**config.mk**
```make
export PLATFORM = sky130hd
export DESIGN_NAME = dtg_host
export DESIGN_NICKNAME = d
export VERILOG_FILES = /design/src/rtl/dtg_pkg.sv /design/src/rtl/dtg_host.sv /design/src/rtl/dtg_gap_timer.sv
export SDC_FILE = /design/constraint.sdc
export NUM_CORES = 1
export LEC_CHECK = 0
export BUFFER_PORTS_ARGS = -buffer_cell sky130_fd_sc_hd__clkbuf_2
export CORE_AREA = 2 2 101 122
export CTS_BUF_LIST = sky130_fd_sc_hd__clkbuf_4
export DETAILED_ROUTE_END_ITERATION = 12
export DIE_AREA = 0 0 103 124
export GPL_TIMING_DRIVEN = 0
export PLACE_DENSITY = 0.91
export SLEW_MARGIN = 40
export SYNTH_ARGS = -nofsm -noshare
export SYNTH_HDL_FRONTEND = slang
export SYNTH_HIERARCHICAL = 1
export SYNTH_SLANG_ARGS = --single-unit
export TNS_END_PERCENT = 30
```
**constraint.sdc**
```tcl
create_clock -name clk -period 5.75 [get_ports clk]
set_input_delay 1.15 -clock clk [delete_from_list [all_inputs] [get_ports clk]]
set_output_delay 1.15 -clock clk [all_outputs]
set_load 0.01 [all_outputs]
```
**src/rtl/dtg_pkg.sv**
```systemverilog
package dtg_pkg;
  // Command clock period in picoseconds (20 MHz)
  localparam int CLK_PERIOD_PS = 50000;
  // Spacing limits as printed, in ns
  localparam int ACT_GAP_FAST_NS = 12;
  localparam int ACT_GAP_SLOW_NS = 15;
  localparam int XSNR_NS = 75;
  localparam int RFC_FAST_NS = 72;
  localparam int RFC_SLOW_NS = 75;
  // Cycle counts, least times rounded up
  localparam int ACT_GAP_FAST_CYC = (ACT_GAP_FAST_NS * 1000 + CLK_PERIOD_PS - 1) / CLK_PERIOD_PS;
  localparam int ACT_GAP_SLOW_CYC = (ACT_GAP_SLOW_NS * 1000 + CLK_PERIOD_PS - 1) / CLK_PERIOD_PS;
  localparam int XSNR_CYC = (XSNR_NS * 1000 + CLK_PERIOD_PS - 1) / CLK_PERIOD_PS;
  localparam int RFC_FAST_CYC = (RFC_FAST_NS * 1000 + CLK_PERIOD_PS - 1) / CLK_PERIOD_PS;
  localparam int RFC_SLOW_CYC = (RFC_SLOW_NS * 1000 + CLK_PERIOD_PS - 1) / CLK_PERIOD_PS;
  localparam int WTR_CYC = 1;
  localparam int XSRD_CYC = 200;
  // Refresh intervals in ns (average and worst-case gap)
  localparam int REFI_SMALL_NS = 15625;
  localparam int REFI_LARGE_NS = 7812;
  localparam int REFC_SMALL_NS = 140600;
  localparam int REFC_LARGE_NS = 70300;
  // Longest times round down
  localparam int REFI_SMALL_CYC = REFI_SMALL_NS * 1000 / CLK_PERIOD_PS;
  localparam int REFI_LARGE_CYC = REFI_LARGE_NS * 1000 / CLK_PERIOD_PS;
  localparam int REFC_SMALL_CYC = REFC_SMALL_NS * 1000 / CLK_PERIOD_PS;
  localparam int REFC_LARGE_CYC = REFC_LARGE_NS * 1000 / CLK_PERIOD_PS;
  localparam int MAX_POSTPONE = 8;
  localparam int CNT_W = 12;
  localparam logic [3:0] DEBT_RST = 4'h0;

  typedef enum logic [2:0] {
    DTG_NOP, DTG_ACT, DTG_READ, DTG_WRITE, DTG_REF, DTG_SREF_ENTER, DTG_SREF_EXIT, DTG_PRE
  } dtg_cmd_t;

  typedef struct packed {
    dtg_cmd_t cmd;
    logic [1:0] bank;
  } dtg_req_t;

  typedef struct packed {
    logic cke;
    dtg_cmd_t cmd;
    logic [1:0] bank;
  } dtg_mem_cmd_t;
endpackage

```
**src/rtl/dtg_host.sv**
```systemverilog
`timescale 1ns/1ps
`default_nettype none
// Overview of operation
// - Space activates to different banks
// - One clock after write before read
// - 75 ns after self-refresh exit, non-read
// - 200 cycles after self-refresh exit, read
// - Schedule refresh at average interval
// - Never exceed worst-case refresh gap
// - At most eight refreshes postponed or ahead
// - Clock enable high during refresh period
// - One strobe per byte lane
// - Strobe driven with the write command, at the lane's wr_strobe_lane level
// - Wait refresh cycle time after refresh
module dtg_host import dtg_pkg::*; #(
  parameter int LANES = 8,
  parameter bit FAST_GRADE = 1'b0,
  parameter bit SMALL_MODULE = 1'b0,
  parameter int REFI_CYC = SMALL_MODULE ? REFI_SMALL_CYC : REFI_LARGE_CYC,
  parameter int REFC_CYC = SMALL_MODULE ? REFC_SMALL_CYC : REFC_LARGE_CYC
) (
  input wire logic clk,
  input wire logic nrst,
  input wire dtg_req_t req,
  input wire logic req_valid,
  output logic req_ready,
  input wire logic wr_last,
  input wire logic [LANES-1:0] wr_strobe_lane,
  input wire logic [LANES-1:0] strobe_in,
  output dtg_mem_cmd_t mem_cmd,
  output logic [LANES-1:0] strobe_out,
  output logic [LANES-1:0] strobe_oe_n,
  output logic [LANES-1:0] strobe_sync,
  output logic refresh_due,
  output logic [3:0] refresh_debt
);
  localparam logic [CNT_W-1:0] ACT_GAP =
    CNT_W'(FAST_GRADE ? ACT_GAP_FAST_CYC : ACT_GAP_SLOW_CYC);
  localparam logic [CNT_W-1:0] RFC_GAP =
    CNT_W'(FAST_GRADE ? RFC_FAST_CYC : RFC_SLOW_CYC);
  localparam logic [CNT_W-1:0] XSNR_GAP = CNT_W'(XSNR_CYC);
  localparam logic [CNT_W-1:0] XSRD_GAP = CNT_W'(XSRD_CYC);
  localparam logic [CNT_W-1:0] WTR_GAP = CNT_W'(WTR_CYC);
  localparam int RW = $clog2(REFC_CYC + 1);
  localparam logic [RW-1:0] REFI_V = RW'(REFI_CYC - 1);

  typedef enum logic [1:0] {DTG_ACTIVE, DTG_SELFREF} dtg_state_t;

  dtg_state_t state_r, state_nxt;
  logic [1:0] last_bank_r, last_bank_nxt;
  logic act_seen_r, act_seen_nxt;
  logic [RW-1:0] refi_cnt_r, refi_cnt_nxt;
  logic [RW-1:0] gap_cnt_r, gap_cnt_nxt;
  logic [3:0] debt_r, debt_nxt;
  logic [3:0] ahead_r, ahead_nxt;
  dtg_mem_cmd_t cmd_r, cmd_nxt;
  logic wr_drive_r, wr_drive_nxt;
  logic act_ok, rfc_ok, xsnr_ok, xsrd_ok, wtr_ok, allowed, issue;
  logic is_act, is_ref, is_read, is_sref_exit;
  logic [LANES-1:0] strobe_meta_r, strobe_sync_r;

  assign is_act = (req.cmd == DTG_ACT);
  assign is_ref = (req.cmd == DTG_REF);
  assign is_read = (req.cmd == DTG_READ);
  assign is_sref_exit = (req.cmd == DTG_SREF_EXIT);

  // Spacing timers, loaded on the command that starts the limit; the write-to-read timer loads on wr_last
  dtg_gap_timer u_act (.clk(clk), .nrst(nrst), .load(issue && is_act),
    .value(ACT_GAP), .expired(act_ok));
  dtg_gap_timer u_rfc (.clk(clk), .nrst(nrst), .load(issue && is_ref),
    .value(RFC_GAP), .expired(rfc_ok));
  dtg_gap_timer u_xsnr (.clk(clk), .nrst(nrst), .load(issue && is_sref_exit),
    .value(XSNR_GAP), .expired(xsnr_ok));
  dtg_gap_timer u_xsrd (.clk(clk), .nrst(nrst), .load(issue && is_sref_exit),
    .value(XSRD_GAP), .expired(xsrd_ok));
  dtg_gap_timer u_wtr (.clk(clk), .nrst(nrst), .load(wr_last),
    .value(WTR_GAP), .expired(wtr_ok));

  // Admission: every command waits for the timers that guard it
  always_comb begin
    allowed = rfc_ok;
    if (is_read) begin
      allowed = allowed && xsrd_ok && wtr_ok && !wr_last;
    end else if (req.cmd != DTG_NOP) begin
      allowed = allowed && xsnr_ok;
    end
    // Same-bank activate spacing is other timing, not guarded here
    if (is_act && act_seen_r && req.bank != last_bank_r) begin
      allowed = allowed && act_ok;
    end
    if (state_r == DTG_SELFREF) begin
      allowed = allowed && (is_sref_exit || req.cmd == DTG_NOP);
    end else if (is_sref_exit) begin
      allowed = 1'b0;
    end
    // Forced refresh debt: only refresh or precharge may pass
    if (debt_r >= 4'(MAX_POSTPONE) && !is_ref && req.cmd != DTG_PRE) begin
      allowed = 1'b0;
    end
    if (is_ref && ahead_r >= 4'(MAX_POSTPONE)) begin
      allowed = 1'b0;
    end
  end

  assign req_ready = allowed;
  assign issue = req_valid && allowed;

  // Command state: bank tracking, self-refresh mode, output register
  always_comb begin
    state_nxt = state_r;
    last_bank_nxt = last_bank_r;
    act_seen_nxt = act_seen_r;
    cmd_nxt = '{cke: (state_r != DTG_SELFREF), cmd: DTG_NOP, bank: 2'h0};
    if (!rfc_ok) begin
      cmd_nxt.cke = 1'b1;
    end
    if (issue) begin
      cmd_nxt.cmd = req.cmd;
      cmd_nxt.bank = req.bank;
      if (is_act) begin
        last_bank_nxt = req.bank;
        act_seen_nxt = 1'b1;
      end
      unique case (state_r)
        DTG_ACTIVE: begin
          if (req.cmd == DTG_SREF_ENTER) begin
            state_nxt = DTG_SELFREF;
            cmd_nxt.cke = 1'b0;
          end
        end
        DTG_SELFREF: begin
          if (is_sref_exit) begin
            state_nxt = DTG_ACTIVE;
            cmd_nxt.cke = 1'b1;
          end
        end
      endcase
    end
  end

  always_ff @(posedge clk or negedge nrst) begin
    if (!nrst) begin
      state_r <= DTG_ACTIVE;
      last_bank_r <= 2'h0;
      act_seen_r <= 1'b0;
      cmd_r <= '{cke: 1'b0, cmd: DTG_NOP, bank: 2'h0};
    end else begin
      state_r <= state_nxt;
      last_bank_r <= last_bank_nxt;
      act_seen_r <= act_seen_nxt;
      cmd_r <= cmd_nxt;
    end
  end

  // Refresh bookkeeping; self refresh keeps rows alive so the debt pauses
  always_comb begin
    refi_cnt_nxt = refi_cnt_r;
    gap_cnt_nxt = gap_cnt_r;
    debt_nxt = debt_r;
    ahead_nxt = ahead_r;
    if (state_r == DTG_ACTIVE) begin
      refi_cnt_nxt = (refi_cnt_r == REFI_V) ? '0 : refi_cnt_r + 1'b1;
      gap_cnt_nxt = gap_cnt_r + 1'b1;
      if (refi_cnt_r == REFI_V) begin
        if (ahead_r != 4'h0) begin
          ahead_nxt = ahead_r - 1'b1;
        end else begin
          debt_nxt = debt_r + 1'b1;
        end
      end
    end
    // A refresh cancels one owed interval, else counts as early
    if (issue && is_ref) begin
      gap_cnt_nxt = '0;
      if (refi_cnt_r == REFI_V && ahead_r == 4'h0) begin
        debt_nxt = debt_r;
      end else if (debt_r != 4'h0) begin
        debt_nxt = debt_r - 1'b1;
      end else begin
        ahead_nxt = ahead_r + 1'b1;
      end
    end
  end

  always_ff @(posedge clk or negedge nrst) begin
    if (!nrst) begin
      refi_cnt_r <= '0;
      gap_cnt_r <= '0;
      debt_r <= DEBT_RST;
      ahead_r <= DEBT_RST;
    end else begin
      refi_cnt_r <= refi_cnt_nxt;
      gap_cnt_r <= gap_cnt_nxt;
      debt_r <= debt_nxt;
      ahead_r <= ahead_nxt;
    end
  end

  // Urgent when any debt is owed or the worst-case gap draws near
  assign refresh_due = (debt_r != 4'h0) ||
    (gap_cnt_r >= RW'(REFC_CYC - REFI_CYC));
  assign refresh_debt = debt_r;

  // Strobes: driven from the write command until wr_last, each lane at its wr_strobe_lane level
  always_comb begin
    wr_drive_nxt = wr_drive_r;
    if (issue && req.cmd == DTG_WRITE) begin
      wr_drive_nxt = 1'b1;
    end else if (wr_last) begin
      wr_drive_nxt = 1'b0;
    end
  end

  always_ff @(posedge clk or negedge nrst) begin
    if (!nrst) begin
      wr_drive_r <= 1'b0;
    end else begin
      wr_drive_r <= wr_drive_nxt;
    end
  end

  genvar g;
  generate
    for (g = 0; g < LANES; g++) begin : g_lane
      // Each lane owns its strobe; no lane looks at another's
      always_ff @(posedge clk or negedge nrst) begin
        if (!nrst) begin
          strobe_meta_r[g] <= 1'b0;
          strobe_sync_r[g] <= 1'b0;
          strobe_out[g] <= 1'b0;
          strobe_oe_n[g] <= 1'b1;
        end else begin
          strobe_meta_r[g] <= strobe_in[g];
          strobe_sync_r[g] <= strobe_meta_r[g];
          strobe_out[g] <= wr_drive_nxt && wr_strobe_lane[g];
          strobe_oe_n[g] <= !wr_drive_nxt;
        end
      end
    end
  endgenerate

  assign strobe_sync = strobe_sync_r;
  assign mem_cmd = cmd_r;

  // Helper: cycles since last refresh command left the block
  logic [CNT_W-1:0] since_ref_r;
  always_ff @(posedge clk or negedge nrst) begin
    if (!nrst) begin
      since_ref_r <= '1;
    end else if (cmd_r.cmd == DTG_REF) begin
      since_ref_r <= '0;
    end else if (since_ref_r != '1) begin
      since_ref_r <= since_ref_r + 1'b1;
    end
  end

  // Helper: cycles since the self-refresh exit left the block, saturating
  logic [CNT_W-1:0] since_exit_r;
  always_ff @(posedge clk or negedge nrst) begin
    if (!nrst) begin
      since_exit_r <= '1;
    end else if (cmd_r.cmd == DTG_SREF_EXIT) begin
      since_exit_r <= '0;
    end else if (since_exit_r != '1) begin
      since_exit_r <= since_exit_r + 1'b1;
    end
  end
endmodule
`default_nettype wire

```
**src/rtl/dtg_gap_timer.sv**
```systemverilog
`timescale 1ns/1ps
`default_nettype none
// Down counter: load a spacing, report when it has run out
module dtg_gap_timer import dtg_pkg::*; #(
  parameter int W = CNT_W
) (
  input wire logic clk,
  input wire logic nrst,
  input wire logic load,
  input wire logic [W-1:0] value,
  output logic expired
);
  logic [W-1:0] cnt_r;
  logic [W-1:0] cnt_nxt;

  // Load wins over the running count
  always_comb begin
    cnt_nxt = cnt_r;
    if (load) begin
      cnt_nxt = value;
    end else if (cnt_r != '0) begin
      cnt_nxt = cnt_r - 1'b1;
    end
  end

  always_ff @(posedge clk or negedge nrst) begin
    if (!nrst) begin
      cnt_r <= '0;
    end else begin
      cnt_r <= cnt_nxt;
    end
  end

  assign expired = (cnt_r == '0);
endmodule
`default_nettype wire

```
=== After elaboration in Yosys (flattened, before gate mapping) ===
Index checks and enable logic that the tools add are counted.

* $add $sub $neg: 11
* Equal/unequal tests: 14
* Reductions and logical operators: 54
* Muxes and demuxes: 42
* $lt $le $gt $ge: 3

{| class="wikitable"
|+ Operators with widths
! cell !! count
|-
| 12-bit two-way mux || 10
|-
| 12-bit logical NOT || 5
|-
| 12-bit nonzero test || 5
|-
| 12-bit by 1-bit subtractor with 12-bit output (second input constant) || 5
|-
| 4-bit two-way mux || 12
|-
| 11-bit two-way mux || 3
|-
| 1-bit logical AND || 25
|-
| 11-bit by 1-bit adder with 11-bit output (second input constant) || 2
|-
| 1-bit two-way mux || 12
|-
| 2-bit nonzero test || 6
|-
| 11-bit by 8-bit == test with 1-bit output (second input constant) || 1
|-
| 11-bit >= comparator (second input constant) || 1
|-
| 3-bit == test (second input constant) || 3
|-
| 4-bit by 1-bit adder with 4-bit output (second input constant) || 2
|-
| 4-bit >= comparator (second input constant) || 2
|-
| 4-bit nonzero test || 2
|-
| 4-bit by 1-bit subtractor with 4-bit output (second input constant) || 2
|-
| 3-bit by 2-bit == test with 1-bit output (second input constant) || 2
|-
| 6-bit two-way mux || 1
|-
| 2-bit inequality test (second input constant) || 3
|-
| 4-bit logical NOT || 1
|-
| 2-bit two-way mux || 2
|-
| 2-bit case mux with 2 select lines || 1
|-
| 3-bit by 1-bit == test with 1-bit output (second input constant) || 1
|-
| other kinds (12) || 15
|}

* Output and inout port bits: 36
* Input port bits: 25
* Bits in registers: 127

=== Logic depth before layout (Yosys ltp) ===
Gate-level depths: netlist of run 1.

* Depth in word-level cells: 15
* Mapped depth: 15
* Mapped depth without buffers: 13

=== Cells and area by module ===
The synthesis of run 1 kept the hierarchy.

{| class="wikitable"
|+ By module, submodules not included
! module !! area each (um^2) !! cells an instance !! times used
|-
| dtg_host || 3218.1 || 299 || 1
|-
| dtg_gap_timer (u_act ...) || 730.7 || 72 || 4
|-
| dtg_gap_timer (u_wtr) || 748.2 || 77 || 1
|}

=== Worst setup path before layout of run 1 ===
Ideal clock, no wire load.

* Path kind: input port to flip-flop
* From: in req[2] in the netlist's numbering
* To: reg u_xsrd.cnt_r[1]
* Setup time: 0.125 ns
* Stages on the path: 7
* Slack: 2.203 ns
* Data arrival time: 3.422 ns
* Path through: buf_2 > o32a_1 > or2_1 > buf_2 > nor4_1 > clkbuf_1 > mux2_2

* Longest elaborated chain between the ends: 12
* Elaborated cells between the ends (all ways): 27

{| class="wikitable"
|+ RTL lines
! what !! RTL line !! text
|-
| from (decl) || dtg_host.sv:24 || <nowiki>input wire dtg_req_t req,</nowiki>
|-
| 3-bit nonzero test || dtg_host.sv:84 || <nowiki>end else if (req.cmd != DTG_NOP) begin</nowiki>
|-
| 1-bit two-way mux || dtg_host.sv:84 ||
|-
| 1-bit two-way mux || dtg_host.sv:82 || <nowiki>if (is_read) begin</nowiki>
|-
| 1-bit logical AND || dtg_host.sv:89 || <nowiki>allowed = allowed && act_ok;</nowiki>
|-
| 1-bit two-way mux || dtg_host.sv:88 || <nowiki>if (is_act && act_seen_r && req.bank != last_bank_r) begin</nowiki>
|-
| 1-bit two-way mux / 1-bit logical AND (equally long branches) || dtg_host.sv:93, dtg_host.sv:92 ||
|-
| 1-bit two-way mux || dtg_host.sv:91 || <nowiki>if (state_r == DTG_SELFREF) begin</nowiki>
|-
| 1-bit two-way mux || dtg_host.sv:97 || <nowiki>if (debt_r >= 4'(MAX_POSTPONE) && !is_ref && req.cmd != DTG_PRE) begin</nowiki>
|-
| 1-bit two-way mux || dtg_host.sv:100 || <nowiki>if (is_ref && ahead_r >= 4'(MAX_POSTPONE)) begin</nowiki>
|-
| 1-bit logical AND || dtg_host.sv:106 || <nowiki>assign issue = req_valid && allowed;</nowiki>
|-
| 1-bit logical AND * || dtg_host.sv:74 || <nowiki>dtg_gap_timer u_xsrd (.clk(clk), .nrst(nrst), .load(issue && is_sref_exit),</nowiki>
|-
| 12-bit two-way mux / 2-bit nonzero test (equally long branches) || n/a ||
|-
| to (signal assigned) || dtg_gap_timer.sv:30 || <nowiki>cnt_r <= cnt_nxt;</nowiki>
|-
| to (decl) || dtg_gap_timer.sv:13 || <nowiki>logic [W-1:0] cnt_r;</nowiki>
|}

Every way passes the cells marked *; elsewhere a longest branch is shown, timed or not.
A chain may end at the register's enable or synchronous reset.

=== Worst setup path after layout of run 1 ===
* From: reg u_rfc.cnt_r[0]
* To: out req_ready

* Longest elaborated chain between the ends: 11
* Elaborated cells between the ends (all ways): 14

{| class="wikitable"
|+ RTL lines
! what !! RTL line !! text
|-
| from (decl) || dtg_gap_timer.sv:13 ||
|-
| from (signal assigned) || dtg_gap_timer.sv:30 ||
|-
| 12-bit logical NOT * || dtg_gap_timer.sv:34 || <nowiki>assign expired = (cnt_r == '0);</nowiki>
|-
| net rfc_ok || dtg_host.sv:58 || <nowiki>logic act_ok, rfc_ok, xsnr_ok, xsrd_ok, wtr_ok, allowed, issue;</nowiki>
|-
| 1-bit logical AND (3 in series) || dtg_host.sv:83 || <nowiki>allowed = allowed && xsrd_ok && wtr_ok && !wr_last;</nowiki>
|-
| 1-bit two-way mux * || dtg_host.sv:82 ||
|-
| 1-bit logical AND || dtg_host.sv:89 ||
|-
| 1-bit two-way mux * || dtg_host.sv:88 ||
|-
| 1-bit two-way mux / 1-bit logical AND (equally long branches) || dtg_host.sv:93, dtg_host.sv:92 ||
|-
| 1-bit two-way mux * || dtg_host.sv:91 ||
|-
| 1-bit two-way mux * || dtg_host.sv:97 ||
|-
| 1-bit two-way mux * || dtg_host.sv:100 ||
|-
| to (decl) || dtg_host.sv:26 || <nowiki>output logic req_ready,</nowiki>
|}

The timed path passes the listed nets; every way through them passes the cells marked *.

==> results of run 1 <==
[logic make-up after synthesis]
kind of cell,count (synthesis)
compound gates,142
xor+xnor,45
fa+ha+maj,17
buf+inv,61
flops,126
mux,15
other cells,2
simple gates,256
[how the worst max path moves through the flow]
| stage | from | endpoint | slack [ns] | depth (start not counted) |
|---|---|---|---|---|
| final | u_rfc/cnt_r[0] | req_ready | 1.06 | 11 |
| after floorplan | req[2] | u_xsrd/cnt_r[1] | 2.20 | 7 |
| after CTS | u_rfc/cnt_r[0] | req_ready | 1.03 | 11 |
| after detailed placement | u_rfc/cnt_r[0] | req_ready | 1.66 | 11 |
| after global placement | req[2] | u_xsrd/cnt_r[1] | 1.45 | 8 |
| after global routing | u_rfc/cnt_r[0] | req_ready | 0.80 | 11 |
[placed cells by master (no fill, tap or decap), types with 6 or more instances in the layout]
| master | n |
|---|---|
| nor4_1 | 8 |
| nor3b_1 | 8 |
| and3_1 | 8 |
| o21ai_0 | 11 |
| mux2_2 | 9 |
| or3_1 | 6 |
| or4_4 | 6 |
| clkbuf_4 | 19 |
| ha_1 | 17 |
| xnor2_1 | 27 |
| a22o_1 | 13 |
| clkbuf_2 | 59 |
| nor4_2 | 11 |
| xor2_1 | 18 |
| nor2_1 | 41 |
| inv_1 | 30 |
| nand2_1 | 59 |
| nand4_1 | 7 |
| nor2b_1 | 17 |
| o31ai_1 | 14 |
| a21boi_0 | 6 |
| nand3_1 | 21 |
| nor4_4 | 6 |
| o21ai_1 | 10 |
| conb_1 | 60 |
| dfrtp_1 | 125 |
| nand2b_1 | 6 |
| buf_4 | 9 |
| nor3_1 | 13 |
| o31a_1 | 15 |
| a21oi_1 | 23 |
| clkbuf_1 | 11 |
[sequential cells by signal, summed over array words and instances, names as in the netlist]
register       count
u_wtr/cnt_r       12
ahead_r            4
act_seen_r         1
u_act/cnt_r       12
last_bank_r        2
refi_cnt_r        11
u_xsrd/cnt_r      12
strobe_oe_n        1
mem_cmd            6
gap_cnt_r         11
strobe_out         8
u_rfc/cnt_r       12
strobe_sync        8
strobe_meta_r      8
state_r            1
wr_drive_r         1
u_xsnr/cnt_r      12
refresh_debt       4
[worst register-to-register path, delay by kind of cell, from the launching register on]
family / cells / cell delay [ns]
fa+ha+maj: 1 / 0.18
flops: 1 / 0.42
simple gates: 6 / 1.75
buf+inv: 4 / 1.01
compound gates: 2 / 0.56
[metrics by stage]
| step | worst slack (ns) | hold WS (ns) | total power [uW] | instances | area [um2] |
|---|---|---|---|---|---|
| 5_1_grt | 0.797 | 0.366 | 3310 | 972 | 7960 |
| 2_1_floorplan | 2.20 | 0.331 | 2160 | 722 | 7110 |
| 3_5_place_dp | 1.66 | 0.337 | 2420 | 940 | 7650 |
| 4_1_cts | 1.03 | 0.360 | 3110 | 972 | 7960 |
| 6_report | 1.06 | 0.359 | 3090 | 972 | 7960 |
| 3_3_place_gp | 1.45 | 0.333 | 2340 | 939 | 7600 |
[metal layers]
layer | GRT usage | vias up | part of all wire
met5 | 0 | - | 0
met4 | 0.0905 | 0 | 0.017
met3 | 0.0673 | 22 | 0.045
met2 | 0.432 | 127 | 0.52
met1 | 0.287 | 2638 | 0.42
li1 | - | 2648 | -
[cell type report]
type / instances / area (um2) / share of cell area
repair buffers: 61 / 337 / 0.0423
plain buffers: 27 / 149 / 0.0187
well taps: 157 / 196 / 0.0247
inverters: 34 / 128 / 0.0160
clock buffers: 19 / 143 / 0.0179
clock inverters: 13 / 171 / 0.0215
flip-flops and latches: 126 / 3150 / 0.396
multi-input cells: 535 / 3680 / 0.463
[power groups by stage]
stage / Sequential [uW] / Combinational (uW) / Clock (uW)
finish: 1460 / 962 / 672
floorplan: 1400 / 764 / 0
global route: 1500 / 1080 / 729
CTS: 1450 / 964 / 692
detailed placement: 1460 / 957 / 0
global placement: 1450 / 894 / 0
==> metrics.txt, run 1 <==
status finished clean; GP Congestion 0.851; Netlist Area Pre-Place 6890 um2; CTS H-tree depth 4; Worst Reg-to-Reg Cells 13; CP max stage delay 0.42 ns; Seq cells post-synth 126; Post-synth EDFFs 0; Clk network pwr share 0.217; post-cts sizing count 0; Worst Setup Start Kind register; Area growth, synth to finish 15.5%; die width 103 um; main combinational cell family by area after synthesis simple AND/OR/NAND/NOR gates; Mean Syn Cell Area 10.4 um2; final clock skew 0.0184 ns; Slew @ Worst Pin 0.764 ns; most area-consuming cells after synthesis dfrtp_1 45%, xnor2_1 3.4%, nand2_1 3.2%; Core Area 11500 um2; CTS clk-pin slew, worst paths 0.10 ns; Detailed Route WL 14.5 mm; Comb pwr share 0.311; number of CTS-inserted buffers 17; Top cell by count, worst path nor2_1; most frequent cell after synthesis dfrtp_1; Post-Route Setup TNS 0 ns; Pins Over Slew Limit 0; Synth Warn # 6; Final setup viols 0; Max-Cap Viols 0; diodes inserted 0; Post-Synth Adder-Cell Area 0.0309; post-synth top area share 0.454; ys async rst share 1.00; DR vias 5435; drt wl/cell 14.9 um; total setup buffers inserted after CTS 0; FF-to-FF Start u_rfc/cnt_r[0]; IO Pins 61; crit path DAT 3.54 ns; Synth Area in XOR/XNOR 0.0572; RSZ-0062 raised after global routing no; Rel. slew slack 0.486; Netlist cell types 78; Total Routing Usage GR 0.247; grt total ovfl 0; worst hold endpoint strobe_sync[7]; Crit path required time 4.60 ns; share of cells above drive strength 1 0.194; Setup crit end kind primary output; complex-gate fraction of the synthesized area 0.153; CP bufs+invs 4; Pleak 0.00346 uW; Switch Pwr 1120 uW; initial detailed-routing violation count 277; hold_buf cts 0; sequential fraction of the synthesis area 0.458; Hold Path Depth 0; critical path fanouts, max 10; router iterations before antenna repair 7; post-synthesis mux area share 0.0242; Max Fclk 213 MHz; CTS tree done; Die Y 124 um; global-route wire length before repair 24.3 mm; ratio of final minimum period to clock period 0.816; Commonest cells post-synth 125 x dfrtp_1, 59 x nand2_1, 41 x nor2_1; die area 12800 um2; antenna violations before repair 0; DRC violations left 0; count of final hold-check violations 0; CP max stage cell dfrtp_1; Top delay family on crit path simple AND/OR/NAND/NOR gates; antenna-violating nets left 0; vias in the first global route 5427; largest net degree at the start of global routing 68; sequential share of power 0.472; Synth area leader dfrtp_1; capture point of the worst reg-to-reg path u_xsnr/cnt_r[9]; IO Port Bufs 60; Min Clock Period, post-route 4.69 ns; Clock Tree Root clkbuf_4; Clock Path Buffers 2; R2R Setup Slk 1.73 ns; Synth Instances 664; Core Rows 43; dpl hpwl 10.4 mm; final net count 844; fill count 861; VDD IR-drop max 0.000229 V; power per standard cell area 388 nW/um2; Net Sw Frac 0.363; clock latency on the worst-skew pair 0.56 ns; Synth Area in Simple Gates 0.236; worst min path class reg -> reg; Starting Density 0.598; CTS sink count 126; fin util 0.691; via/cell ratio 5.59; Internal Power 1970 uW; top_reg_cell synth dfrtp_1; CP Cell Sequence inv_1 > ha_1 > nor4b_2 > nand3_1 > inv_2 > nor2_1 > o32a_1 > or2_1 > buf_2 > nor2_1 > clkbuf_2; crit path kind reg -> out; hold path startpoint strobe_meta_r[7]
Power figures use the tool's default switching activity.
==> run 2: changes to the inputs <==
--- a/config.mk
+++ b/config.mk
@@ -6,12 +6,12 @@
 export NUM_CORES = 1
 export LEC_CHECK = 0
 export BUFFER_PORTS_ARGS = -buffer_cell sky130_fd_sc_hd__clkbuf_2
-export CORE_AREA = 2 2 101 122
+export CORE_AREA = 2 2 105 127
 export CTS_BUF_LIST = sky130_fd_sc_hd__clkbuf_4
 export DETAILED_ROUTE_END_ITERATION = 12
-export DIE_AREA = 0 0 103 124
+export DIE_AREA = 0 0 107 129
 export GPL_TIMING_DRIVEN = 0
-export PLACE_DENSITY = 0.91
+export PLACE_DENSITY = 0.88
 export SLEW_MARGIN = 40
 export SYNTH_ARGS = -nofsm -noshare
 export SYNTH_HDL_FRONTEND = slang
==> constraint.sdc (replaced) <==
create_clock -name clk -period 3.8 [get_ports clk]
set_input_delay 0.76 -clock clk [delete_from_list [all_inputs] [get_ports clk]]
set_output_delay 0.76 -clock clk [all_outputs]
set_load 0.01 [all_outputs]
==> metrics.txt, run 2 (synthesis gave the netlist of run 1 again) <==
placed instance count 948 (was 940); crit path DAT 2.95 ns (was 3.54 ns); die area 13800 um2 (was 12800 um2); RSZ-0062 raised after global routing yes (was no); commonest non-fill, non-tap cells in the layout 125 x dfrtp_1, 60 x conb_1, 59 x nand2_1, 59 x clkbuf_2, 40 x nor2_1 (was 125 x dfrtp_1, 60 x conb_1, 59 x nand2_1, 59 x clkbuf_2, 41 x nor2_1); Final setup viols 0 (unchanged); Total Routing Usage GR 0.226 (was 0.247); Detailed Route WL 14.8 mm (was 14.5 mm); hold_buf cts 0 (unchanged); Crit path required time 3.04 ns (was 4.60 ns); dpl hpwl 10.2 mm (was 10.4 mm); antenna-violating nets left 0 (unchanged); Die Y 129 um (was 124 um); CTS clk-pin slew, worst paths 0.11 ns (was 0.10 ns); IO Port Bufs 60 (unchanged); critical path fanouts, max 10 (unchanged); GP Congestion 0.838 (was 0.851); commonest non-fill, non-tap cell in the layout dfrtp_1 (unchanged); number of CTS-inserted buffers 17 (unchanged); Core Area 12600 um2 (was 11500 um2); vias in the first global route 5437 (was 5427); worst min path class in -> async (was reg -> reg); clock latency on the worst-skew pair 0.54 ns (was 0.56 ns); CTS tree done (unchanged); drt wl/cell 14.9 um (about the same); Post-Place Setup Slack -0.287 ns (was 1.66 ns); initial detailed-routing violation count 344 (was 277); power per standard cell area 569 nW/um2 (was 388 nW/um2); final net count 863 (was 844); Finished Cell Area 8220 um2 (was 7960 um2); Slew @ Worst Pin 0.592 ns (was 0.764 ns); antenna violations before repair 1 (was 0); FF+latch area 3150 um2 (unchanged); post-route insts no fill 999 (was 972); share of cells above drive strength 1 0.231 (was 0.194); largest net degree at the start of global routing 66 (was 68); count of final hold-check violations 0 (unchanged); CTS H-tree depth 4 (unchanged); Area growth, synth to finish 19.3% (was 15.5%); fin util 0.655 (was 0.691); grt total ovfl 0 (unchanged); status finished clean (unchanged); Core Rows 45 (was 43); CTS sink count 126 (unchanged); final worst setup slack 0.0891 ns (was 1.06 ns); Rel. slew slack 0.602 (was 0.486); IO Pins 61 (unchanged); die width 107 um (was 103 um); router iterations before antenna repair 7 (unchanged); Pleak 0.00357 uW (was 0.00346 uW); crit path kind reg -> out (unchanged); fill count 951 (was 861); DR vias 5558 (was 5435); Starting Density 0.549 (was 0.598); Clock Path Buffers 2 (unchanged); Area after DPL 7660 um2 (was 7650 um2); Max-Cap Viols 0 (unchanged); Max Fclk 269 MHz; global-route wire length before repair 24.6 mm (was 24.3 mm); Pins Over Slew Limit 0 (unchanged); Clock Tree Root clkbuf_4 (unchanged); Worst Setup Start Kind register (unchanged); VDD IR-drop max 0.000245 V (was 0.000229 V); via/cell ratio 5.56 (was 5.59); Setup crit end kind primary output (unchanged); DRC violations left 0 (unchanged); final clock skew 0.0175 ns (was 0.0184 ns); Final Hold Slack 0.170 ns (was 0.359 ns); ratio of final minimum period to clock period 0.977; Multi-input gate area 3810 um2 (was 3680 um2); Min Clock Period, post-route 3.71 ns
==> run 2: final timing paths <==
| path | to | slack [ns] | from | depth (start not counted) |
|---|---|---|---|---|
| worst min register to register | strobe_sync[2] | 0.36 | strobe_meta_r[2] | 0 |
| worst max-delay path | req_ready | 0.09 | u_xsrd/cnt_r[8] | 9 |
| max in group asynchronous | gap_cnt_r[5] | 2.96 | nrst | 2 |
| worst min-delay path | u_xsnr/cnt_r[7] | 0.17 | nrst | 1 |
| min in group clk | strobe_meta_r[6] | 0.31 | strobe_in[6] | 1 |
| worst max register to register | u_rfc/cnt_r[7] | 0.27 | u_xsrd/cnt_r[8] | 11 |
==> run 2: where the power goes <==
part | total [uW] | switching, uW | internal [uW]
combinational | 1520 | 735 | 789
sequential | 2250 | 542 | 1710
clock | 903 | 518 | 385
==> run 2: metrics by stage <==
stage / total power [uW] / TNS (ns)
finish: 4680 / 0
global route: 5010 / -0.0810
CTS: 4630 / 0
detailed placement: 3650 / -1.87
global placement: 3540 / -12.37
floorplan: 3270 / 0
==> run 2: repair_timing <==
action / in CTS / in global routing
endpoints found under the setup margin: 18 / 17
pin swaps: 0 / 3
buffers inserted: 4 / 16
resized for setup: 11 / 15
==> run 2: final cells by class <==
type / instances / area share
Antenna cell: 1 / 0.000304
Buffer: 25 / 0.0175
Clock buffer: 17 / 0.0155
Clock inverter: 15 / 0.0180
Inverter: 34 / 0.0161
Multi-Input combinational cell: 535 / 0.464
Sequential cell: 126 / 0.384
Tap cell: 164 / 0.0250
Timing Repair Buffer: 82 / 0.0598
==> run 2: routing by layer <==
metal  wire (um)  share of wire  global-route usage
met1        6050           0.41               0.254
met2        7790           0.52               0.406
met3         631          0.043              0.0542
met4         365          0.025              0.0993
met5           0              0                   0
==> run 2: critical path, stage by stage (launching register included) <==
cell	delay, ns
dfrtp_1	0.46
nor3_1	0.52
nand3_2	0.23
inv_4	0.12
and4b_1	0.24
o32ai_2	0.12
or2_1	0.24
buf_4	0.18
nor2_4	0.15
clkbuf_2	0.15
==> run 3: changes to the inputs <==
--- a/config.mk
+++ b/config.mk
@@ -5,14 +5,15 @@
 export SDC_FILE = /design/constraint.sdc
 export NUM_CORES = 1
 export LEC_CHECK = 0
+export ABC_AREA = 1
 export BUFFER_PORTS_ARGS = -buffer_cell sky130_fd_sc_hd__clkbuf_2
-export CORE_AREA = 2 2 105 127
+export CORE_AREA = 2 2 124 150
 export CTS_BUF_LIST = sky130_fd_sc_hd__clkbuf_4
 export DETAILED_ROUTE_END_ITERATION = 12
-export DIE_AREA = 0 0 107 129
+export DIE_AREA = 0 0 126 152
 export GPL_TIMING_DRIVEN = 0
-export PLACE_DENSITY = 0.88
-export SLEW_MARGIN = 40
+export PLACE_DENSITY = 0.73
+export SLEW_MARGIN = 20
 export SYNTH_ARGS = -nofsm -noshare
 export SYNTH_HDL_FRONTEND = slang
 export SYNTH_HIERARCHICAL = 1
==> metrics.txt, run 3 <==
crit path from u_rfc/cnt_r[0] (was u_xsrd/cnt_r[8]); Switch Pwr 1900 uW (was 1790 uW); Synth Warn # 6 (unchanged); global-route wire length before repair 26.6 mm (was 24.6 mm); CTS sink count 126 (unchanged); fin util 0.484 (was 0.655); GP Congestion 0.888 (was 0.838); Synth Instances 1007 (was 664); Max-Cap Viols 0 (unchanged); sequential share of power 0.435 (was 0.482); Crit path required time 3.04 ns (about the same); number of CTS-inserted buffers 17 (unchanged); Min Clock Period, post-route 3.36 ns (was 3.71 ns); router iterations before antenna repair 5 (was 7); Internal Power 2820 uW (was 2890 uW); DRC violations left 0 (unchanged); vias in the first global route 6070 (was 5437); final clock skew 0.0176 ns (was 0.0175 ns); die area 19200 um2 (was 13800 um2); Synth area leader dfrtp_1 (unchanged); Commonest cells post-synth 294 x nand2_1, 129 x nor2_1, 125 x dfrtp_1 (was 125 x dfrtp_1, 59 x nand2_1, 41 x nor2_1); commonest non-fill, non-tap cells in the layout 294 x nand2_1, 128 x nor2_1, 125 x dfrtp_1 (was 125 x dfrtp_1, 60 x conb_1, 59 x nand2_1, 59 x clkbuf_2, 40 x nor2_1); Pleak 0.00448 uW (was 0.00357 uW); power per standard cell area 547 nW/um2 (was 569 nW/um2); most frequent cell after synthesis nand2_1 (was dfrtp_1); IO Port Bufs 60 (unchanged); status finished clean (unchanged); CP Capture Point req_ready (unchanged); Comb pwr share 0.343 (was 0.325); worst min path class in -> async (unchanged); clock latency on the worst-skew pair 0.57 ns (was 0.54 ns); Clock Tree Root clkbuf_4 (unchanged); via/cell ratio 4.62 (was 5.56); post-cts sizing count 1 (was 11); Seq cells post-synth 126 (unchanged); commonest non-fill, non-tap cell in the layout nand2_1 (was dfrtp_1); antenna-violating nets left 0 (unchanged); capture point of the worst reg-to-reg path u_act/cnt_r[6] (was u_rfc/cnt_r[7]); Area after DPL 8280 um2 (was 7660 um2); IO Pins 61 (unchanged); R2R Setup Slk 0.61 ns (was 0.27 ns); Final setup viols 0 (unchanged); fill count 1776 (was 951); CTS H-tree depth 4 (unchanged); Overall Power 4720 uW (was 4680 uW); RSZ-0062 raised after global routing no (was yes); DR vias 6400 (was 5558); Area growth, synth to finish 15.8% (was 19.3%); die width 126 um (was 107 um); post-synth top area share 0.420 (was 0.454); Setup crit end kind primary output (unchanged); Mean Syn Cell Area 7.40 um2 (was 10.4 um2); dpl hpwl 11.2 mm (was 10.2 mm); count of final hold-check violations 0 (unchanged); FF-to-FF Start u_rfc/cnt_r[0] (was u_xsrd/cnt_r[8]); grt total ovfl 0 (unchanged); hold_buf cts 0 (unchanged); Core Rows 54 (was 45); Netlist Area Pre-Place 7450 um2 (was 6890 um2); drt wl/cell 11.0 um (was 14.9 um); Clk network pwr share 0.222 (was 0.193); Pins Over Slew Limit 0 (unchanged); CTS tree done (unchanged); ratio of final minimum period to clock period 0.883 (was 0.977); Detailed Route WL 15.2 mm (was 14.8 mm); Post-synth EDFFs 0 (unchanged); Worst Setup Start Kind register (unchanged); total setup buffers inserted after CTS 0 (was 4); VDD IR-drop max 0.000208 V (was 0.000245 V); Netlist cell types 36 (was 78); ys async rst share 1.00 (unchanged); Core Area 17800 um2 (was 12600 um2); Max Fclk 298 MHz (was 269 MHz); sequential fraction of the synthesis area 0.423 (was 0.458); Clock Path Buffers 2 (unchanged); crit path DAT 2.60 ns (was 2.95 ns); most area-consuming cells after synthesis dfrtp_1 42%, nand2_1 15%, nor2_1 6.5% (was dfrtp_1 45%, xnor2_1 3.4%, nand2_1 3.2%); CTS clk-pin slew, worst paths 0.12 ns (was 0.11 ns); Worst Reg-to-Reg Cells 16 (was 11); Total Routing Usage GR 0.167 (was 0.226); final net count 1187 (was 863); critical path fanouts, max 5 (was 10); Finished Cell Area 8630 um2 (was 8220 um2); antenna violations before repair 1 (unchanged); Net Sw Frac 0.402 (was 0.383); top_reg_cell synth dfrtp_1 (unchanged); initial detailed-routing violation count 348 (was 344); share of cells above drive strength 1 0.173 (was 0.231); Die Y 152 um (was 129 um); Starting Density 0.418 (was 0.549); largest net degree at the start of global routing 89 (was 66); crit path kind reg -> out (unchanged)
[run 3: cell count changes after synthesis, sizes merged, moves of 17 or more]
cell   change
nand2    +255
nor2     +133
inv       +97
nand3     +56
o21ai     +42
nor4      -25
xnor2     -19
nor2b     -17
[run 3: power groups by stage]
stage	clock network (uW)	logic (uW)	registers (uW)
after CTS	1090	1630	2060
after global routing	1140	1880	2110
after global placement	0	1570	2070
after detailed placement	0	1610	2080
final	1050	1620	2050
after floorplan	0	1310	2010
[run 3: per-layer routing]
metal  vias to the layer above  GRT usage  wire [um]
met4                         0     0.0534        246
met2                        97      0.292       7520
met3                        23     0.0430        520
met5                         -          0          0
li1                       3360          -          -
met1                      2920      0.200       6960
[run 3: worst min path at each step]
stage          cells after the start  slack, ns              to        startpoint
2_1_floorplan                      0       0.33  strobe_sync[0]  strobe_meta_r[0]
3_3_place_gp                       0       0.33  strobe_sync[3]  strobe_meta_r[3]
3_5_place_dp                       0       0.34  strobe_sync[2]  strobe_meta_r[2]
4_1_cts                            1       0.08  u_act/cnt_r[4]              nrst
5_1_grt                            1       0.08  u_act/cnt_r[4]              nrst
6_report                           1       0.09  u_act/cnt_r[4]              nrst
[run 3: final cells by class]
cell class,instances,area (um2),share of cell area
clock buffer,17,128,0.0148
timing repair buffer,61,337,0.0390
clock inverter,15,194,0.0225
sequential,126,3150,0.366
inverter,132,498,0.0577
tap,224,280,0.0325
multi-input combinational,791,3930,0.456
antenna,3,7.51,0.000870
buffer,16,96.3,0.0112
[run 3: kinds of logic after synthesis]
family                     share of synthesized area
xor gates and xnor gates                      0.0388
other                                        0.00101
and+or+nand+nor                                0.366
buffers and inverters                         0.0798
DFF                                            0.423
AOI/OAI and AO/OA                             0.0623
adders and majority gates                     0.0286
[run 3: worst max-delay path, cell delays in order (launching register included)]
cell      delay (ns)
dfrtp_1         0.41
inv_1           0.14
ha_1            0.21
nand3_2         0.10
nor3_2          0.31
nand3_1         0.19
o21ai_1         0.15
nand3_1         0.14
nor2_4          0.15
nand2_1         0.06
inv_1           0.05
clkbuf_2        0.12
[run 3: metrics by stage]
step | TNS [ns] | setup slack, ns | hold slack (ns) | std cells
final | 0 | 0.444 | 0.0887 | 1385
after global routing | 0 | 0.151 | 0.0795 | 1384
after CTS | 0 | 0.117 | 0.0778 | 1382
after detailed placement | -3.07 | -0.190 | 0.336 | 1350
after global placement | -4.50 | -0.116 | 0.331 | 1349
after floorplan | 0 | 1.01 | 0.331 | 1065
